### src/rbx_pkg.sv
// Package for the registered bus exchanger: widths, register map and carriers.
// Assumes a single 125 MHz clock domain and an AXI4-Lite register master.
package rbx_pkg;

  localparam int NARROW_W   = 12;
  localparam int FIFO_DEPTH = 16;
  localparam int AXI_AW     = 4;

  // Register byte offsets.
  localparam logic [AXI_AW-1:0] OFS_CTRL   = 4'h0;
  localparam logic [AXI_AW-1:0] OFS_STATUS = 4'h4;
  localparam logic [AXI_AW-1:0] OFS_DATA   = 4'h8;

  // Field positions.
  localparam int CTRL_FIFO_EN = 0;
  localparam int ST_EMPTY     = 0;
  localparam int ST_FULL      = 1;
  localparam int ST_DROP      = 2;
  localparam int ST_NARROW_OE = 3;
  localparam int ST_FIRST_OE  = 4;
  localparam int ST_SECOND_OE = 5;

  // Values after reset.
  localparam logic CTRL_FIFO_EN_RST = 1'b0;
  localparam logic DRIVE_EN_N_RST   = 1'b1;

  localparam logic [1:0] RESP_OKAY   = 2'h0;
  localparam logic [1:0] RESP_SLVERR = 2'h2;

  // Active-low control pins of the exchanger, sampled together.
  typedef struct packed {
    logic first_half_capture_en_n;
    logic second_half_capture_en_n;
    logic source_sel_n;
    logic narrow_drive_en_n;
    logic first_half_drive_en_n;
    logic second_half_drive_en_n;
  } rbx_ctl_t;

  // Registered drive enables, active high toward the pads.
  typedef struct packed {
    logic narrow;
    logic first;
    logic second;
  } rbx_oe_t;

endpackage

### src/rbx_exchanger.sv
// Registered 12-bit to 24-bit bus exchanger with an AXI4-Lite register slave.
// Assumes all pins are synchronous to mclk; pads resolve value from the enables.
// How it works
// - Each wide half loads narrow data when enabled.
// - Successive half enables assemble one 24-bit word.
// - One narrow register captures the selected half.
// - Select high picks first, low second half.
// - Every control is sampled at the clock edge.
// - Ports drive only while registered enables high.
// - Drive state unknown until first clock edge.
// - Disabled halves hold value; narrow register reloads every edge.
// - Narrow output comes straight from a register.
//
// Decided for this implementation: the AXI4-Lite slave port and the register offsets.
`timescale 1ns/1ns

module rbx_fifo #(
  parameter int WIDTH = 24,
  parameter int DEPTH = 16
) (
  input  wire logic             mclk,
  input  wire logic             resetn,
  input  wire logic             in_valid,
  output logic                  in_ready,
  input  wire logic [WIDTH-1:0] in_data,
  output logic                  out_valid,
  input  wire logic             out_ready,
  output logic [WIDTH-1:0]      out_data
);
  localparam int PW = $clog2(DEPTH);

  logic [WIDTH-1:0] mem_q [DEPTH];
  logic [PW-1:0]    wr_q;
  logic [PW-1:0]    rd_q;
  logic [PW:0]      cnt_q;
  logic             push;
  logic             pop;

  // Pointers wrap naturally, so the depth must be a power of two.
  if (DEPTH < 2 || (DEPTH & (DEPTH - 1)) != 0 || WIDTH < 1) begin : g_bad
    $error("rbx_fifo: depth must be a power of two, at least 2");
  end

  // Full and empty come from the count, so they are exact.
  assign in_ready  = (cnt_q != (PW + 1)'(DEPTH));
  assign out_valid = (cnt_q != '0);
  assign push      = in_valid & in_ready;
  assign pop       = out_valid & out_ready;
  assign out_data  = mem_q[rd_q];

  // Storage is written only on an accepted push.
  always_ff @(posedge mclk) begin
    if (push) begin
      mem_q[wr_q] <= in_data;
    end
  end

  // Pointer and occupancy bookkeeping.
  always_ff @(posedge mclk) begin
    if (!resetn) begin
      wr_q  <= '0;
      rd_q  <= '0;
      cnt_q <= '0;
    end else begin
      if (push) begin
        wr_q <= wr_q + 1'b1;
      end
      if (pop) begin
        rd_q <= rd_q + 1'b1;
      end
      cnt_q <= cnt_q + (PW + 1)'(push) - (PW + 1)'(pop);
    end
  end
endmodule

module rbx_exchanger
  import rbx_pkg::*;
#(
  parameter int NW    = NARROW_W,
  parameter int DEPTH = FIFO_DEPTH
) (
  input  wire logic                mclk,
  input  wire logic                resetn,
  input  wire rbx_ctl_t            ctl,
  input  wire logic [NW-1:0]       narrow_in,
  output logic [NW-1:0]            narrow_out,
  output logic                     narrow_oe,
  input  wire logic [NW-1:0]       first_wide_half_in,
  output logic [NW-1:0]            first_wide_half_out,
  output logic                     first_wide_half_oe,
  input  wire logic [NW-1:0]       second_wide_half_in,
  output logic [NW-1:0]            second_wide_half_out,
  output logic                     second_wide_half_oe,
  output logic                     fifo_in_ready,
  input  wire logic [AXI_AW-1:0]   s_axi_awaddr,
  input  wire logic                s_axi_awvalid,
  output logic                     s_axi_awready,
  input  wire logic [31:0]         s_axi_wdata,
  input  wire logic [3:0]          s_axi_wstrb,
  input  wire logic                s_axi_wvalid,
  output logic                     s_axi_wready,
  output logic [1:0]               s_axi_bresp,
  output logic                     s_axi_bvalid,
  input  wire logic                s_axi_bready,
  input  wire logic [AXI_AW-1:0]   s_axi_araddr,
  input  wire logic                s_axi_arvalid,
  output logic                     s_axi_arready,
  output logic [31:0]              s_axi_rdata,
  output logic [1:0]               s_axi_rresp,
  output logic                     s_axi_rvalid,
  input  wire logic                s_axi_rready
);
  if (NW < 1 || 2 * NW > 32) begin : g_bad
    $error("rbx_exchanger: a wide word must fit one 32-bit register");
  end

  logic [NW-1:0]   first_q;
  logic [NW-1:0]   second_q;
  logic [NW-1:0]   first_d;
  logic [NW-1:0]   narrow_q;
  rbx_oe_t         oe_q;
  logic            fifo_en_q;
  logic            drop_q;
  logic            push_valid;
  logic            fifo_out_valid;
  logic            fifo_pop;
  logic [2*NW-1:0] fifo_out_data;
  logic            aw_q;
  logic            w_q;
  logic [AXI_AW-1:0] awaddr_q;
  logic [31:0]     wdata_q;
  logic [3:0]      wstrb_q;
  logic            wr_fire;
  logic            rd_fire;
  logic [31:0]     status;

  // A mapped register answers OKAY; everything else answers SLVERR.
  function automatic logic is_mapped(input logic [AXI_AW-1:0] a);
    return a == OFS_CTRL || a == OFS_STATUS || a == OFS_DATA;
  endfunction

  // Wide halves load under their own capture enable, sampled at the edge.
  assign first_d = ctl.first_half_capture_en_n ? first_q : narrow_in;
  always_ff @(posedge mclk) begin
    if (!resetn) begin
      first_q  <= '0;
      second_q <= '0;
    end else begin
      first_q <= first_d;
      if (!ctl.second_half_capture_en_n) begin
        second_q <= narrow_in;
      end
    end
  end

  // The narrow register reloads every edge from the selected wide half.
  always_ff @(posedge mclk) begin
    if (!resetn) begin
      narrow_q <= '0;
    end else begin
      narrow_q <= ctl.source_sel_n ? first_wide_half_in
                                   : second_wide_half_in;
    end
  end

  // Drive enables pass through flip-flops; reset parks every port in high-Z,
  // which also gives a defined state where a bare part would be unknown.
  always_ff @(posedge mclk) begin
    if (!resetn) begin
      oe_q <= '{narrow: !DRIVE_EN_N_RST, first: !DRIVE_EN_N_RST,
                 second: !DRIVE_EN_N_RST};
    end else begin
      oe_q.narrow <= !ctl.narrow_drive_en_n;
      oe_q.first  <= !ctl.first_half_drive_en_n;
      oe_q.second <= !ctl.second_half_drive_en_n;
    end
  end

  // Data pins come straight from registers, valid for the whole period.
  assign narrow_out           = narrow_q;
  assign first_wide_half_out  = first_q;
  assign second_wide_half_out = second_q;
  assign narrow_oe            = oe_q.narrow;
  assign first_wide_half_oe   = oe_q.first;
  assign second_wide_half_oe  = oe_q.second;

  // While the FIFO is enabled, each second-half capture offers the assembled word to the FIFO.
  assign push_valid = fifo_en_q & !ctl.second_half_capture_en_n;

  rbx_fifo #(
    .WIDTH (2 * NW),
    .DEPTH (DEPTH)
  ) u_fifo (
    .mclk      (mclk),
    .resetn    (resetn),
    .in_valid  (push_valid),
    .in_ready  (fifo_in_ready),
    .in_data   ({narrow_in, first_d}),
    .out_valid (fifo_out_valid),
    .out_ready (fifo_pop),
    .out_data  (fifo_out_data)
  );

  // AXI write: address and data are taken in either order, then answered.
  assign s_axi_awready = !aw_q && !s_axi_bvalid;
  assign s_axi_wready  = !w_q && !s_axi_bvalid;
  assign wr_fire       = aw_q && w_q && !s_axi_bvalid;
  always_ff @(posedge mclk) begin
    if (!resetn) begin
      aw_q         <= 1'b0;
      w_q          <= 1'b0;
      awaddr_q     <= '0;
      wdata_q      <= '0;
      wstrb_q      <= '0;
      s_axi_bvalid <= 1'b0;
      s_axi_bresp  <= RESP_OKAY;
    end else begin
      if (s_axi_awvalid && s_axi_awready) begin
        aw_q     <= 1'b1;
        awaddr_q <= s_axi_awaddr;
      end
      if (s_axi_wvalid && s_axi_wready) begin
        w_q     <= 1'b1;
        wdata_q <= s_axi_wdata;
        wstrb_q <= s_axi_wstrb;
      end
      if (wr_fire) begin
        aw_q         <= 1'b0;
        w_q          <= 1'b0;
        s_axi_bvalid <= 1'b1;
        s_axi_bresp  <= is_mapped(awaddr_q) ? RESP_OKAY : RESP_SLVERR;
      end else if (s_axi_bready) begin
        s_axi_bvalid <= 1'b0;
      end
    end
  end

  // Control and sticky drop flag; a drop in the clearing cycle survives.
  always_ff @(posedge mclk) begin
    if (!resetn) begin
      fifo_en_q <= CTRL_FIFO_EN_RST;
      drop_q    <= 1'b0;
    end else begin
      if (wr_fire && awaddr_q == OFS_CTRL && wstrb_q[0]) begin
        fifo_en_q <= wdata_q[CTRL_FIFO_EN];
      end
      if (push_valid && !fifo_in_ready) begin
        drop_q <= 1'b1;
      end else if (wr_fire && awaddr_q == OFS_STATUS && wstrb_q[0] &&
                   wdata_q[ST_DROP]) begin
        drop_q <= 1'b0;
      end
    end
  end

  always_comb begin
    status               = '0;
    status[ST_EMPTY]     = !fifo_out_valid;
    status[ST_FULL]      = !fifo_in_ready;
    status[ST_DROP]      = drop_q;
    status[ST_NARROW_OE] = oe_q.narrow;
    status[ST_FIRST_OE]  = oe_q.first;
    status[ST_SECOND_OE] = oe_q.second;
  end

  // AXI read: one cycle to answer; reading DATA pops one word if present.
  assign s_axi_arready = !s_axi_rvalid;
  assign rd_fire       = s_axi_arvalid && s_axi_arready;
  assign fifo_pop      = rd_fire && s_axi_araddr == OFS_DATA;
  always_ff @(posedge mclk) begin
    if (!resetn) begin
      s_axi_rvalid <= 1'b0;
      s_axi_rdata  <= '0;
      s_axi_rresp  <= RESP_OKAY;
    end else if (rd_fire) begin
      s_axi_rvalid <= 1'b1;
      s_axi_rresp  <= is_mapped(s_axi_araddr) ? RESP_OKAY : RESP_SLVERR;
      case (s_axi_araddr)
        OFS_CTRL:   s_axi_rdata <= 32'(fifo_en_q);
        OFS_STATUS: s_axi_rdata <= status;
        OFS_DATA:   s_axi_rdata <= fifo_out_valid ? 32'(fifo_out_data) : '0;
        default:    s_axi_rdata <= '0;
      endcase
    end else if (s_axi_rready) begin
      s_axi_rvalid <= 1'b0;
    end
  end
endmodule

### config.mk
export PLATFORM = sky130hd
export DESIGN_NAME = rbx_exchanger
export DESIGN_NICKNAME = d
export VERILOG_FILES = /design/src/rbx_pkg.sv /design/src/rbx_exchanger.sv
export SDC_FILE = /design/constraint.sdc
export NUM_CORES = 1
export LEC_CHECK = 0
export ABC_AREA = 1
export BUFFER_PORTS_ARGS = -buffer_cell sky130_fd_sc_hd__buf_2
export CAP_MARGIN = 20
export CELL_PAD_IN_SITES_DETAIL_PLACEMENT = 1
export CELL_PAD_IN_SITES_GLOBAL_PLACEMENT = 2
export CORE_MARGIN = 1.5
export CORE_UTILIZATION = 41
export CTS_BUF_LIST = sky130_fd_sc_hd__clkbuf_4
export DETAILED_ROUTE_END_ITERATION = 8
export GPL_ROUTABILITY_DRIVEN = 0
export PLACE_DENSITY = 0.91
export SYNTH_ARGS = -nofsm -noshare
export SYNTH_HDL_FRONTEND = slang
export SYNTH_SLANG_ARGS = --single-unit
### constraint.sdc
create_clock -name mclk -period 3.3 [get_ports mclk]
set_clock_uncertainty 0.05 [all_clocks]
set_input_delay 0.66 -clock mclk [delete_from_list [all_inputs] [get_ports mclk]]
set_output_delay 0.66 -clock mclk [all_outputs]
set_load 0.05 [all_outputs]
==> impl_metrics.tcl, run 1 <==
set metrics [dict create \
    status "finished, final reports clean" \
    vias 13900 \
    yosysWarnings 0 \
    whs_ns 0.0853 \
    stdcell_count 2579 \
    worstSetupEndpointType "flip-flop" \
    num_rows 78 \
    grt_pass1_vias 14800 \
    synth-seq-cells 479 \
    critical_path.max_fanout 3 \
    hold_viol_final 0 \
    cts_tree "built" \
    required_ns 4.00 \
    clock_path_buffers 3 \
    numCtsBuffers 115 \
    synthCells 1644 \
    worst_pin_slew_ns 1.08 \
    slew_headroom 0.281 \
    arrival_ns 3.35 \
    die_h_um 218 \
    worst_hold_path_type "input pin to flip-flop" \
    worstSetupStartpointType "flip-flop" \
    final_common_cell "edfxtp_1" \
    design_area_um2 22100 \
    layout-drive-gt1-share 0.198 \
    core_area_um2 45500 \
    die_w_um 218 \
    drc 0 \
    rr_worst_depth 16 \
    rsz0062_at_grt "false" \
    crit_type "flip-flop to flip-flop" \
    clk_latency_ns 0.85 \
    grt_pass1_wl_um 84100 \
    drv_cap 0 \
    grt_max_degree 239 \
    ys_seq_area_frac 0.710 \
    cts_root_buf "clkbuf_4" \
    max_freq_mhz 377 \
    ir_worst_vdd_mv 0.266 \
    cts_sinks 479 \
    ys_types 29 \
    final_cell_mix "edfxtp_1, nand2_1, nor2_1" \
    viasPerCell 5.39 \
    cpMostUsedCell "inv_1" \
    min_period_ns 2.65 \
    io_pins 174 \
    path_cells "inv_1 -> ha_1 -> nand4_1 -> nand2_1 -> inv_1 -> nand2_1 -> inv_1 -> ha_1 -> inv_1 -> ha_1 -> fa_1 -> nand2_1 -> a21oi_1 -> nor2_1 -> o21ai_0 -> a21oi_1" \
    critPathMaxStageDelay_ns 0.44 \
    syn_area_per_cell_um2 11.5 \
    placedCellCount 2329 \
    p_total_mw 12.3 \
    clk_pin_slew_worst_paths_ns 0.06 \
    finalCritPeriodShare 0.803 \
    grt_overflow 0 \
    grt_use_total 0.236 \
    slew_violations 0 \
    dpl.hpwl_um 32700 \
    detail_route.first_pass.iterations 5 \
    antenna_found_initial 2 \
    area_growth_pct 16.9 \
    finalSetupViolations 0 \
    start_util 0.416 \
    drt.antenna.violating_nets 0 \
    hold_depth 3 \
    wl_per_cell_um 21.7 \
    power_density_nw_per_um2 555 \
    nNetsFinal 1980 \
    wirelength_um 55900 \
    placed_area_um2 20300 \
    syn_area_um2 18900 \
    port_buffers 130 \
    critPathSlowestCell "fa_1" \
    power_leakage_nw 8.17 \
    die_area_um2 47500 \
    fin_setup_tns_ns 0 \
    cts_htree_levels 3 \
    drtIter0Drc 1298 \
]
==> worst max-delay path: cells and delay by family, from the launching register on <==
kind / cells / cell delay (ns)
compound gates: 3 / 0.30
simple gates: 5 / 0.57
flops: 1 / 0.32
buf+inv: 4 / 0.26
fa+ha+maj: 4 / 1.09
==> worst paths after layout <==
kind                         from              end  slack, ns
hold / removal    s_axi_awaddr[2]      awaddr_q[2]       0.09
hold reg to reg       awaddr_q[0]      awaddr_q[0]       0.41
setup reg to reg  u_fifo.cnt_q[3]  u_fifo.cnt_q[4]       0.65
setup / recovery  u_fifo.cnt_q[3]  u_fifo.cnt_q[4]       0.65
==> final cells by class <==
| type | count | area, um2 |
|---|---|---|
| Timing Repair Buffer | 212 | 1400 |
| Fill cell | 4994 | 23400 |
| Multi-Input combinational cell | 975 | 4670 |
| Tap cell | 600 | 751 |
| Clock inverter | 42 | 179 |
| Inverter | 92 | 348 |
| Antenna cell | 2 | 5.00 |
| Sequential cell | 479 | 13400 |
| Clock buffer | 177 | 1330 |
==> state kept, by name, indices dropped and copies added (netlist names), 2 cells and up, named ones only <==
signal,count
u_fifo.cnt_q,5
narrow_out,12
wdata_q,2
s_axi_rdata,24
u_fifo.wr_q,4
second_wide_half_out,12
first_wide_half_out,12
u_fifo.mem_q,384
awaddr_q,4
u_fifo.rd_q,4
==> synthesized netlist by cell type, drive strengths merged <==
cell type,n,share of area
a211oi,1,0.00040
a21oi,84,0.022
a31oi,5,0.0017
buf,56,0.019
clkbuf,51,0.010
clkinv,1,0.00020
conb,1,0.00020
dfxtp,95,0.10
edfxtp,384,0.61
fa,1,0.0011
ha,11,0.0073
inv,91,0.018
nand2,235,0.047
nand3,132,0.035
nand4,2,0.00066
nor2,222,0.044
nor3,8,0.0021
nor3b,1,0.00040
o211ai,85,0.034
o21a,1,0.00040
o21ai,174,0.046
o41ai,1,0.00046
xnor2,1,0.00046
xor2,1,0.00046
==> repair_timing <==
action / CTS / global route
hold endpoints to repair: 18 / 0
buffers inserted: 0 / 0
hold buffers: 29 / 0
gates resized for setup: 0 / 0
==> cells by family after synthesis <==
kind of cell | share of synthesized area
xor+xnor | 0.000926
fa+ha+maj | 0.00833
flops | 0.710
simple gates | 0.129
other cells | 0.000198
buf+inv | 0.0474
compound gates | 0.105
==> where the power goes <==
group          switching [mW]  internal [mW]  leakage (nW)
clock network            2.41           2.46         0.893
logic                   0.600          0.195          3.03
registers              0.0372           6.59          4.25
total                    3.05           9.24          8.17
==> per-layer routing <==
layer  track usage  share of wire  up-vias
met5             0              0        -
met4         0.107          0.029        0
met3        0.0474          0.070       98
met2         0.398           0.50      532
met1         0.292           0.41     6954
li1              -              -     6321
==> through the flow <==
step | worst slack (ns) | utilization
final | 0.649 | 0.487
after global placement | 0.467 | 0.447
after detailed placement | 0.416 | 0.447
after CTS | 0.601 | 0.486
after global routing | 0.388 | 0.486
after floorplan | 0.290 | -
Note: power is estimated with default switching activity, not from simulation.
==> run 2: changes to the inputs <==
- ABC_AREA: 1 -> 0
- CORE_UTILIZATION: 41 -> 47
- PLACE_DENSITY: 0.91 -> 0.92
- clock period: 3.3 -> 2.55 ns (I/O delays scaled with it)
==> impl_metrics.tcl, run 2 <==
set metrics [dict create \
    syn_area_um2 18500 \
    netlist.area_leader.share 0.622 \
    start_util 0.478 \
    die_h_um 202 \
    finalCritPeriodShare 1.00 \
    critical_path.max_fanout 2 \
    nFillCells 3568 \
    wl_per_cell_um 25.0 \
    async_reset_ff_frac 0 \
    reg_top3 "u_fifo.mem_q: 384 flops, s_axi_rdata: 24 flops" \
    worst_hold_path_type "input pin to flip-flop" \
    yosysWarnings 0 \
    fin_setup_tns_ns -0.0127 \
    final_cell_mix "edfxtp_1, clkbuf_4, buf_2" \
    r2r_start "u_fifo.cnt_q[3]" \
    worstSetupStartpointType "flip-flop" \
    ir_worst_vdd_mv 0.401 \
    final_util 0.577 \
    power_leakage_nw 7.80 \
    antenna_found_initial 3 \
    ys_seq_area_frac 0.725 \
    die_w_um 202 \
    setup_ws_ns -0.0127 \
    grt_pass1_wl_um 71300 \
    final_common_cell "edfxtp_1" \
    nNetsFinal 1386 \
    num_rows 72 \
    worst_pin_slew_ns 0.730 \
    dpl.hpwl_um 27100 \
    required_ns 3.17 \
    synth-seq-cells 479 \
    area_growth_pct 20.8 \
    min_from "s_axi_araddr[1]" \
    clock_path_buffers 3 \
    stdcell_count 1900 \
    vias 10500 \
    drtIter0Drc 653 \
    status "finished with violations" \
    layout-drive-gt1-share 0.403 \
    synthTopCellsByArea "edfxtp_1, mux4_2, dfxtp_1, mux2i_1, mux2_2" \
    crit_start "u_fifo.cnt_q[3]" \
    top_register "u_fifo.mem_q" \
    synth_top_flop_cell "edfxtp_1" \
    finalSetupViolations 1 \
    cts_tree "built" \
    drt.antenna.violating_nets 0 \
    pre_cts_slack_ns -0.399 \
    clk_pin_slew_worst_paths_ns 0.06 \
    drc 0 \
    rsz0062_at_grt "true" \
    clk_latency_ns 0.80 \
    detail_route.first_pass.iterations 5 \
    whs_ns 0.0804 \
    synthCells 986 \
    ys_types 53 \
    violations "negative setup slack" \
    slew_headroom 0.514 \
    numCtsBuffers 116 \
    largest_reg_flops 384 \
    synthTopCellsByCount "edfxtp_1, dfxtp_1, mux4_2" \
    cts_root_buf "clkbuf_4" \
    synth-edff-count 384 \
    hold_viol_final 0 \
    synth_most_common_cell "edfxtp_1" \
    drv_cap 0 \
    wirelength_um 47600 \
    core_area_um2 38800 \
    cts_htree_levels 3 \
    placedCellCount 1637 \
    viasPerCell 5.52 \
    max_freq_mhz 390 \
    worstSetupEndpointType "flip-flop" \
    grt_pass1_vias 11600 \
    die_area_um2 40600 \
    port_buffers 130 \
    cts_sinks 479 \
    power_density_nw_per_um2 721 \
    synth.largest_area_cell "edfxtp_1" \
    slew_violations 0 \
    io_pins 174 \
    grt_max_degree 77 \
    grt_overflow 0 \
    syn_area_per_cell_um2 18.8 \
    grt_use_total 0.239 \
    crit_type "flip-flop to flip-flop" \
    min_period_ns 2.56 \
    arrival_ns 3.19 \
]
[run 2: stage by stage]
stage               instance area, um2  total power [mW]
global placement                 20300              9.59
floorplan                        18700              9.31
detailed placement               20300              9.62
global route                     22400              16.7
CTS                              22400              16.3
finish                           22400              16.1
[run 2: final cells by class]
cell class / instances / area [um2] / share of cell area
Sequential cell: 479 / 13400 / 0.600
Antenna cell: 2 / 5.00 / 0.000224
Inverter: 12 / 48.8 / 0.00218
Multi-Input combinational cell: 445 / 4930 / 0.220
Timing Repair Buffer: 227 / 1750 / 0.0781
Tap cell: 518 / 648 / 0.0289
Clock inverter: 33 / 188 / 0.00838
Clock buffer: 184 / 1380 / 0.0617
[run 2: critical path: stages, from the launching register on]
cell and delay [ns]:
dfxtp_2 0.33, inv_2 0.08, ha_4 0.13, nor4b_4 0.29, nor3_4 0.09, ha_4 0.28
inv_2 0.04, ha_4 0.15, fa_2 0.34, a21oi_2 0.14, nor2_1 0.06, or3_1 0.33
and3_1 0.16
[run 2: per-layer routing]
| layer | vias up | wire length, um | track usage |
|---|---|---|---|
| met5 | - | 0 | 0 |
| met3 | 87 | 3200 | 0.0559 |
| met2 | 427 | 24200 | 0.401 |
| li1 | 4521 | - | - |
| met1 | 5445 | 19100 | 0.307 |
| met4 | 0 | 1120 | 0.0842 |
[run 2: kinds of logic after synthesis]
logic type               count (synthesis)  share of synthesized area
adder cells (fa/ha/maj)                 12                    0.00850
buffers and inverters                   71                     0.0187
flip-flops                             479                      0.725
other                                    1                   0.000202
XOR/XNOR                                 9                    0.00425
multiplexers                           190                      0.168
AND/OR/NAND/NOR                        171                     0.0517
AO/OA/AOI/OAI                           53                     0.0244
[run 2: power by group]
part           switching (mW)  internal, mW
sequential             0.0570          8.52
combinational           0.646         0.355
clock                    3.09          3.47
[run 2: path summary, 6_finish.rpt]
check | end | cells past startpoint | slack (ns)
setup reg to reg | u_fifo.cnt_q[4] | 12 | -0.01
hold reg to reg | s_axi_rdata[6] | 2 | 0.42
setup / recovery | u_fifo.cnt_q[4] | 12 | -0.01
hold / removal | s_axi_rresp[1] | 4 | 0.08
[run 2: repair_timing]
action | in CTS | in global routing
resized for setup | 12 | 1
hold buffers | 39 | 0
pin swaps | 5 | 4
hold endpoints to repair | 27 | 0
endpoints found under the setup margin | 2 | 3
setup buffers | 4 | 2
